`config.mk`:
```
export PLATFORM = sky130hd
export DESIGN_NAME = boot_strap_pin_config
export DESIGN_NICKNAME = d
export VERILOG_FILES = /design/src/boot_strap_pkg.sv /design/src/boot_strap_pin_config.sv
export SDC_FILE = /design/constraint.sdc
export NUM_CORES = 1
export LEC_CHECK = 0
export ABC_AREA = 1
export BUFFER_PORTS_ARGS = -buffer_cell sky130_fd_sc_hd__buf_2
export CAP_MARGIN = 20
export CORE_ASPECT_RATIO = 1.25
export CORE_MARGIN = 2
export CORE_UTILIZATION = 54
export CTS_BUF_LIST = sky130_fd_sc_hd__clkbuf_16
export CTS_CLUSTER_SIZE = 20
export DETAILED_ROUTE_END_ITERATION = 10
export GPL_TIMING_DRIVEN = 0
export PLACE_DENSITY = 0.85
export SLEW_MARGIN = 0
export SYNTH_ARGS = -nofsm -noshare
export SYNTH_HDL_FRONTEND = slang
export SYNTH_SLANG_ARGS = --single-unit
```
`constraint.sdc`:
```
create_clock -name ref_clk -period 2.3 [get_ports ref_clk]
set_input_delay 0.46 -clock ref_clk [delete_from_list [all_inputs] [get_ports ref_clk]]
set_output_delay 0.46 -clock ref_clk [all_outputs]
set_load 0.03 [all_outputs]
```
`src/boot_strap_pkg.sv`:
```
// Purpose: shared constants and types for the boot strap pin configuration block
// Assumes: 32-bit register port, byte offsets on word boundaries
// Notes: strap bit positions index the captured address and data pin values
package boot_strap_pkg;
	// register byte offsets
	localparam logic [7:0] CHIP_CONFIG_OFS = 8'h00;
	localparam logic [7:0] PIN_CONFIG_OFS = 8'h04;
	localparam logic [7:0] EXT_BUS_CTRL_OFS = 8'h08;
	localparam logic [7:0] STRAP_ADDR_OFS = 8'h0c;
	localparam logic [7:0] STRAP_DATA_OFS = 8'h10;
	// chip_config_reg fields
	localparam int SD_EN_LSB = 0;
	localparam int IO_EN_BIT = 4;
	// pin_config_reg fields
	localparam int FB_INT_BIT = 0;
	localparam int PCI_EN_LSB = 8;
	// ext_bus_channel_ctrl fields
	localparam int BE_STYLE_BIT = 0;
	// strap_data status flag
	localparam int BOOT_DONE_BIT = 16;
	// reset values
	localparam logic [3:0] SD_EN_RST = 4'hf;
	localparam logic IO_EN_RST = 1'h1;
	localparam logic FB_INT_RST = 1'h0;
	localparam logic [5:0] PCI_EN_RST = 6'h3f;
	// strap positions on the address pins
	localparam int STRAP_ROLE_BIT = 19;
	localparam int STRAP_ECC_BIT = 18;
	localparam int STRAP_IODIV_MSB = 14;
	localparam int STRAP_IODIV_LSB = 13;
	localparam int STRAP_AUDIO_BIT = 9;
	// strap positions on the data pins
	localparam int STRAP_STYLE_BIT = 5;
	localparam int STRAP_ARB_BIT = 2;
	// sdram address drives only the upper bits
	localparam int SD_ADDR_LSB = 5;
	// external bus width codes
	typedef enum logic [1:0] {
		BW_32 = 2'b00,
		BW_16 = 2'b01,
		BW_8 = 2'b10,
		BW_RSVD = 2'b11
	} bus_width_e;
	// boot sequence after reset release
	typedef enum logic [1:0] {
		BOOT_FILL = 2'b00,
		BOOT_SETTLE = 2'b01,
		BOOT_CAPTURE = 2'b10,
		BOOT_RUN = 2'b11
	} boot_state_e;
	// every pin input, sampled together
	typedef struct packed {
		logic [19:0] addr;
		logic [15:0] data;
		logic [7:0] check;
		logic dma_a;
		logic done_n;
		logic [3:0] req_n;
		logic [3:0] gnt_n;
		logic sys_error_n;
		logic fb_clk;
	} pins_in_s;
endpackage

```
`src/boot_strap_pin_config.sv`:
```
// Purpose: boot strap capture and pin function and direction control
// Assumes: ref_clk is twice the system bus clock; clock outputs toggle on ref_clk
// Notes: all pin inputs pass a two-flop synchroniser before use
//
// The register addresses and strobed register access were chosen for this implementation.
`timescale 1ns/1ns
`default_nettype none

// What this block does
// - address pins stay inputs in reset, become driven outputs after straps are taken.
// - address and low sixteen data pins are sampled as boot configuration.
// - sdram accesses drive address only on bits 19 down to 5.
// - bus separate output high isolates non-sdram devices, low connects them.
// - four sdram clocks run at bus clock; cleared enable bit holds one high.
// - feedback enable set feeds sdram clock internally and drives feedback pin.
// - eight data mask outputs, one per byte lane, bit 0 lowest byte.
// - eight check bit lines, one per byte lane, bit 0 lowest byte.
// - address bit 18 strap picks upper parallel io or check bits.
// - two-bit strap divides external io clock by one to four.
// - cleared external clock enable holds external io clock high.
// - byte-enable style marks lanes on reads and writes, byte-write only writes.
// - sixteen-bit bus uses lower two strobes, eight-bit bus lowest only.
// - strobe style comes from data bit 5 strap and channel control register.
// - address bit 9 strap picks dma channel 2 or audio link pins.
// - dma done pin reports finish as output and forces termination as input.
// - six pci clocks, each held high when its enable bit is cleared.
// - internal arbiter makes four request pins inputs, four grant pins outputs.
// - external arbiter drives request 0, takes grant 0, grants 1-3 inputs.
// - external arbiter turns request 1 into open-drain interrupt output.
// - address bit 19 strap picks host input or satellite open-drain system error.
module boot_strap_pin_config
	import boot_strap_pkg::*;
(
	// clock and reset
	input wire logic ref_clk,
	input wire logic arst_n,
	// register port
	input wire logic [7:0] reg_addr,
	input wire logic [31:0] reg_wdata,
	input wire logic reg_wr,
	input wire logic reg_rd,
	output logic [31:0] reg_rdata,
	// pin inputs
	input wire pins_in_s pins_in,
	// address pins and bus separation
	output logic [19:0] addr_out,
	output logic [19:0] addr_oe,
	output logic bus_separate_n,
	// sdram side pins
	output logic [3:0] sdram_clk_out,
	output logic sdram_feedback_clk_out,
	output logic sdram_feedback_clk_oe,
	output logic [7:0] data_mask,
	output logic [7:0] check_bits_out,
	output logic [7:0] check_bits_oe,
	// external bus pins
	output logic external_io_clk,
	output logic [3:0] lane_strobe_n,
	// dma and audio pins
	output logic dma_pin_a_out,
	output logic dma_pin_a_oe,
	output logic dma_pin_b_out,
	output logic dma_finished_n_out,
	output logic dma_finished_n_oe,
	// pci pins
	output logic [5:0] pci_clk_out,
	output logic [3:0] pci_req_n_out,
	output logic [3:0] pci_req_n_oe,
	output logic [3:0] pci_gnt_n_out,
	output logic [3:0] pci_gnt_n_oe,
	output logic sys_error_n_out,
	output logic sys_error_n_oe,
	// sdram controller side
	input wire logic sdram_active,
	input wire logic [19:5] sdram_addr_hi,
	input wire logic [7:0] data_mask_req,
	input wire logic [7:0] ecc_out,
	input wire logic [7:0] ecc_oe,
	output logic [7:0] ecc_in,
	output logic sdram_feedback_clk,
	// parallel io side
	input wire logic [7:0] parallel_io_upper_out,
	input wire logic [7:0] parallel_io_upper_oe,
	output logic [7:0] parallel_io_upper_in,
	// external bus controller side
	input wire logic ebus_active,
	input wire logic ebus_write,
	input wire logic [1:0] ebus_width,
	input wire logic [19:0] ebus_addr,
	input wire logic [3:0] ebus_lanes_n,
	// dma and audio side
	input wire logic dma_acknowledge_ch2,
	input wire logic audio_link_reset_n,
	input wire logic audio_sync,
	input wire logic dma_done_report,
	output logic dma_request_ch2,
	output logic dma_terminate,
	// pci side
	input wire logic own_req_n,
	input wire logic external_irq_out,
	input wire logic [3:0] arb_gnt_n,
	input wire logic sys_error_req,
	output logic [3:0] arb_req_n,
	output logic own_gnt_n,
	output logic sys_error_seen,
	// captured mode flags
	output logic boot_done,
	output logic host_role,
	output logic internal_arbiter
);

	typedef struct packed {
		boot_state_e boot;
		logic booted;
		pins_in_s s1;
		pins_in_s s2;
		logic [19:0] strap_addr;
		logic [15:0] strap_data;
		logic [3:0] sd_en;
		logic io_en;
		logic fb_int;
		logic [5:0] pci_en;
		logic be_style;
		logic [31:0] rdata;
		logic phase;
		logic [1:0] io_cnt;
		logic io_tog;
		logic [19:0] addr_o;
		logic [19:0] addr_oe;
		logic bus_sep_n;
		logic [3:0] sd_clk;
		logic fb_o;
		logic fb_oe;
		logic fb_ctrl;
		logic [7:0] mask;
		logic [7:0] cb_o;
		logic [7:0] cb_oe;
		logic [7:0] ecc_i;
		logic [7:0] pio_i;
		logic io_clk;
		logic [3:0] lane_n;
		logic dma_a_o;
		logic dma_a_oe;
		logic dma_b_o;
		logic dma_req2;
		logic done_o;
		logic done_oe;
		logic dma_term;
		logic [1:0] done_oe_d;
		logic [5:0] pci_clk;
		logic [3:0] req_o;
		logic [3:0] req_oe;
		logic [3:0] gnt_o;
		logic [3:0] gnt_oe;
		logic [3:0] arb_req;
		logic own_gnt;
		logic serr_o;
		logic serr_oe;
		logic serr_seen;
	} state_s;

	localparam state_s ST_RESET = '{
		boot: BOOT_FILL,
		sd_en: SD_EN_RST,
		io_en: IO_EN_RST,
		fb_int: FB_INT_RST,
		pci_en: PCI_EN_RST,
		bus_sep_n: 1'h1,
		sd_clk: 4'hf,
		fb_o: 1'h1,
		io_clk: 1'h1,
		lane_n: 4'hf,
		dma_a_o: 1'h1,
		dma_b_o: 1'h0,
		done_o: 1'h1,
		pci_clk: 6'h3f,
		req_o: 4'hf,
		gnt_o: 4'hf,
		arb_req: 4'hf,
		own_gnt: 1'h1,
		serr_o: 1'h1,
		default: '0
	};

	state_s st;
	state_s next_st;
	logic run;
	logic ecc_mode;
	logic audio_mode;
	logic arb_int;
	logic host;
	logic [1:0] io_div;
	logic [3:0] width_mask;

	// next state of every register in the block
	always_comb begin
		next_st = st;
		next_st.s1 = pins_in;
		next_st.s2 = st.s1;
		next_st.rdata = 32'h0;

		// straps settle through the synchroniser, then are frozen
		unique case (st.boot)
			BOOT_FILL: next_st.boot = BOOT_SETTLE;
			BOOT_SETTLE: next_st.boot = BOOT_CAPTURE;
			BOOT_CAPTURE: next_st.boot = BOOT_RUN;
			BOOT_RUN: next_st.boot = BOOT_RUN;
		endcase
		next_st.booted = (next_st.boot == BOOT_RUN);
		// register writes
		if (reg_wr) begin
			unique case (reg_addr)
				CHIP_CONFIG_OFS: begin
					next_st.sd_en = reg_wdata[SD_EN_LSB +: 4];
					next_st.io_en = reg_wdata[IO_EN_BIT];
				end
				PIN_CONFIG_OFS: begin
					next_st.fb_int = reg_wdata[FB_INT_BIT];
					next_st.pci_en = reg_wdata[PCI_EN_LSB +: 6];
				end
				EXT_BUS_CTRL_OFS: next_st.be_style = reg_wdata[BE_STYLE_BIT];
				default: ;
			endcase
		end
		// capture wins over a write to the style bit in the same cycle
		if (st.boot == BOOT_CAPTURE) begin
			next_st.strap_addr = st.s2.addr;
			next_st.strap_data = st.s2.data;
			next_st.be_style = st.s2.data[STRAP_STYLE_BIT];
		end
		// register reads, answered in the next cycle
		if (reg_rd) begin
			unique case (reg_addr)
				CHIP_CONFIG_OFS: begin
					next_st.rdata[SD_EN_LSB +: 4] = st.sd_en;
					next_st.rdata[IO_EN_BIT] = st.io_en;
				end
				PIN_CONFIG_OFS: begin
					next_st.rdata[FB_INT_BIT] = st.fb_int;
					next_st.rdata[PCI_EN_LSB +: 6] = st.pci_en;
				end
				EXT_BUS_CTRL_OFS: next_st.rdata[BE_STYLE_BIT] = st.be_style;
				STRAP_ADDR_OFS: next_st.rdata[19:0] = st.strap_addr;
				STRAP_DATA_OFS: begin
					next_st.rdata[15:0] = st.strap_data;
					next_st.rdata[BOOT_DONE_BIT] = run;
				end
				default: ;
			endcase
		end
		// sdram and pci clocks: one ref_clk cycle per half period
		next_st.phase = ~st.phase;
		for (int i = 0; i < 4; i++) begin
			next_st.sd_clk[i] = st.sd_en[i] ? next_st.phase : 1'b1;
		end
		for (int i = 0; i < 6; i++) begin
			next_st.pci_clk[i] = st.pci_en[i] ? next_st.phase : 1'b1;
		end

		// external io clock: half period of one to four ref_clk cycles
		if (st.io_cnt == io_div) begin
			next_st.io_cnt = 2'h0;
			next_st.io_tog = ~st.io_tog;
		end else begin
			next_st.io_cnt = st.io_cnt + 2'h1;
		end
		next_st.io_clk = st.io_en ? next_st.io_tog : 1'b1;

		// feedback clock, internal or from the pin
		next_st.fb_o = st.phase;
		next_st.fb_oe = run & st.fb_int;
		next_st.fb_ctrl = st.fb_int ? st.phase : st.s2.fb_clk;

		// address pins and bus separation
		next_st.addr_oe = run ? 20'hfffff : 20'h0;
		if (sdram_active) begin
			next_st.addr_o = {sdram_addr_hi, 5'h0};
		end else begin
			next_st.addr_o = ebus_addr;
		end
		next_st.bus_sep_n = ~ebus_active;

		// byte lane masks and check bits share the lane order
		next_st.mask = data_mask_req;
		if (ecc_mode) begin
			next_st.cb_o = ecc_out;
			next_st.cb_oe = run ? ecc_oe : 8'h0;
			next_st.ecc_i = st.s2.check;
			next_st.pio_i = 8'h0;
		end else begin
			next_st.cb_o = parallel_io_upper_out;
			next_st.cb_oe = run ? parallel_io_upper_oe : 8'h0;
			next_st.ecc_i = 8'h0;
			next_st.pio_i = st.s2.check;
		end

		// lane strobes by style and bus width
		if (!ebus_active) begin
			next_st.lane_n = 4'hf;
		end else if (st.be_style || ebus_write) begin
			next_st.lane_n = ebus_lanes_n | width_mask;
		end else begin
			next_st.lane_n = 4'hf;
		end

		// dma channel 2 or audio link on the shared pins
		if (audio_mode) begin
			next_st.dma_a_o = audio_link_reset_n;
			next_st.dma_a_oe = run;
			next_st.dma_b_o = audio_sync;
			next_st.dma_req2 = 1'b0;
		end else begin
			next_st.dma_a_o = 1'b1;
			next_st.dma_a_oe = 1'b0;
			next_st.dma_b_o = dma_acknowledge_ch2;
			next_st.dma_req2 = run & st.s2.dma_a;
		end

		// done pin: pulled low to report, sensed low to terminate
		next_st.done_o = 1'b0;
		next_st.done_oe = run & dma_done_report;
		next_st.done_oe_d = {st.done_oe_d[0], st.done_oe}; // own drive, delayed as far as the synchroniser
		next_st.dma_term = run & ~st.s2.done_n & ~st.done_oe_d[1];

		// pci request and grant directions
		if (arb_int) begin
			next_st.req_o = 4'hf;
			next_st.req_oe = 4'h0;
			next_st.arb_req = st.s2.req_n;
			next_st.gnt_o = arb_gnt_n;
			next_st.gnt_oe = run ? 4'hf : 4'h0;
			next_st.own_gnt = 1'b1;
		end else begin
			next_st.req_o = {3'b110, own_req_n};
			next_st.req_oe = {2'b00, run & external_irq_out, run};
			next_st.arb_req = 4'hf;
			next_st.gnt_o = 4'hf;
			next_st.gnt_oe = 4'h0;
			next_st.own_gnt = st.s2.gnt_n[0];
		end

		// system error by role
		next_st.serr_o = 1'b0;
		if (host) begin
			next_st.serr_oe = 1'b0;
			next_st.serr_seen = run & ~st.s2.sys_error_n;
		end else begin
			next_st.serr_oe = run & sys_error_req;
			next_st.serr_seen = 1'b0;
		end
	end

	// decoded straps, valid once held
	assign run = st.booted;
	assign ecc_mode = st.strap_addr[STRAP_ECC_BIT];
	assign audio_mode = st.strap_addr[STRAP_AUDIO_BIT];
	assign arb_int = st.strap_data[STRAP_ARB_BIT];
	assign host = st.strap_addr[STRAP_ROLE_BIT];
	assign io_div = st.strap_addr[STRAP_IODIV_MSB:STRAP_IODIV_LSB];

	// unused upper lanes stay inactive
	always_comb begin
		unique case (bus_width_e'(ebus_width))
			BW_32: width_mask = 4'h0;
			BW_16: width_mask = 4'hc;
			BW_8: width_mask = 4'he;
			BW_RSVD: width_mask = 4'h0;
		endcase
	end

	// the single state register; straps held until next reset
	always_ff @(posedge ref_clk or negedge arst_n) begin
		if (!arst_n) begin
			st <= ST_RESET;
		end else begin
			st <= next_st;
		end
	end

	// outputs straight from the state register, grouped as the ports are
	assign reg_rdata = st.rdata;
	assign {addr_out, addr_oe, bus_separate_n} = {st.addr_o, st.addr_oe, st.bus_sep_n};
	assign {sdram_clk_out, sdram_feedback_clk_out, sdram_feedback_clk_oe} = {st.sd_clk, st.fb_o, st.fb_oe};
	assign {data_mask, check_bits_out, check_bits_oe} = {st.mask, st.cb_o, st.cb_oe};
	assign {external_io_clk, lane_strobe_n} = {st.io_clk, st.lane_n};
	assign {dma_pin_a_out, dma_pin_a_oe, dma_pin_b_out} = {st.dma_a_o, st.dma_a_oe, st.dma_b_o};
	assign {dma_finished_n_out, dma_finished_n_oe} = {st.done_o, st.done_oe};
	assign {pci_clk_out, pci_req_n_out, pci_req_n_oe} = {st.pci_clk, st.req_o, st.req_oe};
	assign {pci_gnt_n_out, pci_gnt_n_oe} = {st.gnt_o, st.gnt_oe};
	assign {sys_error_n_out, sys_error_n_oe} = {st.serr_o, st.serr_oe};
	assign {ecc_in, sdram_feedback_clk, parallel_io_upper_in} = {st.ecc_i, st.fb_ctrl, st.pio_i};
	assign {dma_request_ch2, dma_terminate} = {st.dma_req2, st.dma_term};
	assign {arb_req_n, own_gnt_n, sys_error_seen} = {st.arb_req, st.own_gnt, st.serr_seen};
	assign {boot_done, host_role, internal_arbiter} = {st.booted, host, arb_int};

endmodule // boot_strap_pin_config

`default_nettype wire

```
==> reports/qor.txt <==
Peak VDD IR - 0.646 mV
DIE WIDTH - 129 µm
CTS max path bufs - 3
vias per cell - 4.58
synthesized area per cell - 11.6 µm²
most frequent cells in the layout - buf_2, dfrtp_1, nand2_1
Clk pin slew, worst setup/hold paths - 0.06 ns
Fmax achieved - 489 MHz
Synth Cell Area - 0.0105 mm²
Synthesis Warnings - 0
Final min period - 2.05 ns
post-CTS setup buffer count - 0
nets - 1466
Reg2Reg Setup Slack - 0.86 ns
TritonCTS clock tree - done
Routed WL per cell - 14.4 µm
GR Util met2 - 40.2%
Vias - 6994
Cells after Synth - 906
Worst-Skew Late Latency - 0.53 ns
pre-CTS WS - 0.754 ns
Hold Path End - data_mask[2]$_DFF_PN0_
GRT busiest layer - met2
Core Area - 0.0193 mm²
slew margin rel. - 60.2%
CP max-delay cell - dfrtp_1
cts bufs inserted - 27
Slew Viols, Final - 0
Least-Margin Pin Slew - 0.597 ns
layout cells sized above 1 - 47.4%
status - finished clean
Port Buffers - 317
first-pass GRT wire length - 34.3 mm
area grow syn2layout - 27.1%
drt total wl - 22.0 mm
max-cap violation count - 0
worst r2r dst - check_bits_oe[7]$_DFF_PN0_
Global Route Usage Sum - 21.3%
CP delay by family, top - flip-flops
Seq cells post-synth - 287
crit-path cells - buf_4 -> buf_2
Leak Pwr - 7.28 nW
hold_sp - data_mask_req[2]
CP required - 1.84 ns
CP Buf/Inv Count - 2
Std-Cell Rows - 57
DRC violations left - 0
fin crit share - 89.0%
arrival time worst endpoint - 1.59 ns
Die Height - 160 µm
Fin. Hold Viols - 0
hold slack final - 0.0354 ns
initial antenna violation count - 2
met3 usage - 3.62%
htree depth - 1
HPWL after DPL - 16.1 mm
WS Path Type - reg -> out
CP startpoint kind - flop
Max stage delay on crit path - 0.69 ns
Resize count post-CTS - 0
Cells on Worst Hold Path - 1
commonest non-fill, non-tap cell in the layout - buf_2
fillcell total - 1415
met1 usage - 23.2%
GR Overflow Total - 0
Worst Setup End Kind - output pin
1st-pass router iterations - 7
Die ar. - 0.0206 mm²
largest net degree at the start of global routing - 122
Setup TNS - 0 ns
initial drt markers - 284
unrepaired setup endpoints after global routing - false
Initial Util - 54.7%
Power, Total - 10.7 mW
gpl congestion - 0.880
Pwr Density - 798 mW/mm²
# setup viols final - 0
Seq/Total Area, Yosys - 68.7%
Worst Skew - 0.0242 ns
# IOs - 360
Finished Core Util - 69.5%
vias in the first global route - 7109
Clock Root Buffer - clkbuf_16
Post-DRT Antenna Nets - 0
final worst slack - 0.254 ns
FF-to-FF path depth - 4
worst r2r src - ecc_mode$_DFFE_PN0P_
clk sinks - 287
HP Class - in -> reg
crit path max fanout - 20
Yosys cell types - 30
how the worst max path moves through the flow:
stage | start | to | slack [ns] | cells after the start
after floorplan | addr_oe[18]$_DFF_PN0_ | addr_oe[0] | 1.01 | 1
after global placement | arst_n | addr_out[13]$_DFF_PN0_ | -4.10 | 1
after detailed placement | addr_oe[18]$_DFF_PN0_ | addr_oe[13] | 0.75 | 2
after CTS | addr_oe[18]$_DFF_PN0_ | addr_oe[13] | 0.20 | 2
after global routing | addr_oe[18]$_DFF_PN0_ | addr_oe[11] | 0.15 | 2
final | addr_oe[18]$_DFF_PN0_ | addr_oe[13] | 0.25 | 2
Yosys cell counts:
cell,count,area (µm²)
buf_12,1,20.0
buf_2,6,30.0
buf_4,150,1130
clkbuf_1,11,41.3
clkbuf_8,1,13.8
clkinv_1,1,3.75
conb_1,2,7.51
dfrtp_1,246,6160
dfstp_2,41,1080
ha_1,1,12.5
inv_1,64,240
inv_2,4,15.0
inv_4,1,6.26
mux2_2,16,180
nand2_1,202,758
nand2_2,8,50.1
nand2_4,2,22.5
nand3_1,38,190
nand3b_1,1,7.51
nand4_1,3,18.8
nor2_1,51,191
nor2_2,3,18.8
nor2_4,3,33.8
nor2_8,1,20.0
nor3_1,3,15.0
o21ai_0,25,125
o21ai_2,3,26.3
o31ai_1,2,15.0
or2_2,13,81.3
xnor2_1,3,26.3
cells by family (layout without fill, tap and decap cells):
| logic type | Yosys count | count (layout) | synth area share (%) |
|---|---|---|---|
| xor+xnor | 3 | 3 | 0.250 |
| buf+inv | 239 | 608 | 14.2 |
| mux | 16 | 16 | 1.71 |
| flops | 287 | 287 | 68.7 |
| fa+ha+maj | 1 | 1 | 0.119 |
| compound gates | 30 | 30 | 1.58 |
| other cells | 2 | 19 | 0.0713 |
| simple gates | 328 | 328 | 13.4 |
metrics by stage:
stage / area (µm²) / instances
2_1_floorplan: 10600 / 921
3_3_place_gp: 12500 / 1474
4_1_cts: 13400 / 1526
6_report: 13400 / 1528
3_5_place_dp: 12500 / 1476
5_1_grt: 13400 / 1528
report_power, final:
group          internal [mW]  switching [mW]
Combinational          0.427           0.618
Sequential              5.34           0.117
Clock                   2.36            1.81
Total                   8.13            2.55
final cells by class:
class                           count  area [µm²]  share of cell area (%)
Timing Repair Buffer              320        1660                    12.4
Buffer                            169        1230                    9.20
Multi-Input combinational cell    395        1860                    13.9
Clock inverter                     22         161                    1.21
Inverter                           70         265                    1.98
Tap cell                          236         295                    2.21
Clock buffer                       27         676                    5.05
Sequential cell                   287        7230                    54.0
Antenna cell                        2        5.00                  0.0374
registers in the layout (all words and copies together), names as in the netlist, 6 cells and up:
signal,count
parallel_io_upper_in,8
st,102
reg_rdata,20
pci_clk_out,6
data_mask,8
addr_out,20
next_st,55
check_bits_oe,8
check_bits_out,8
ecc_in,8
timing repair:
item / CTS / global route
endpoints found under the setup margin: 0 / 0
hold buffers: 1 / 0
hold endpoints to repair: 46 / 0
metal layers:
layer	vias up	share of wire [%]
li1	3332	-
met1	3316	34
met2	286	55
met3	60	7.0
met4	0	3.5
met5	-	0
Note: power is estimated with default switching activity, not from simulation.
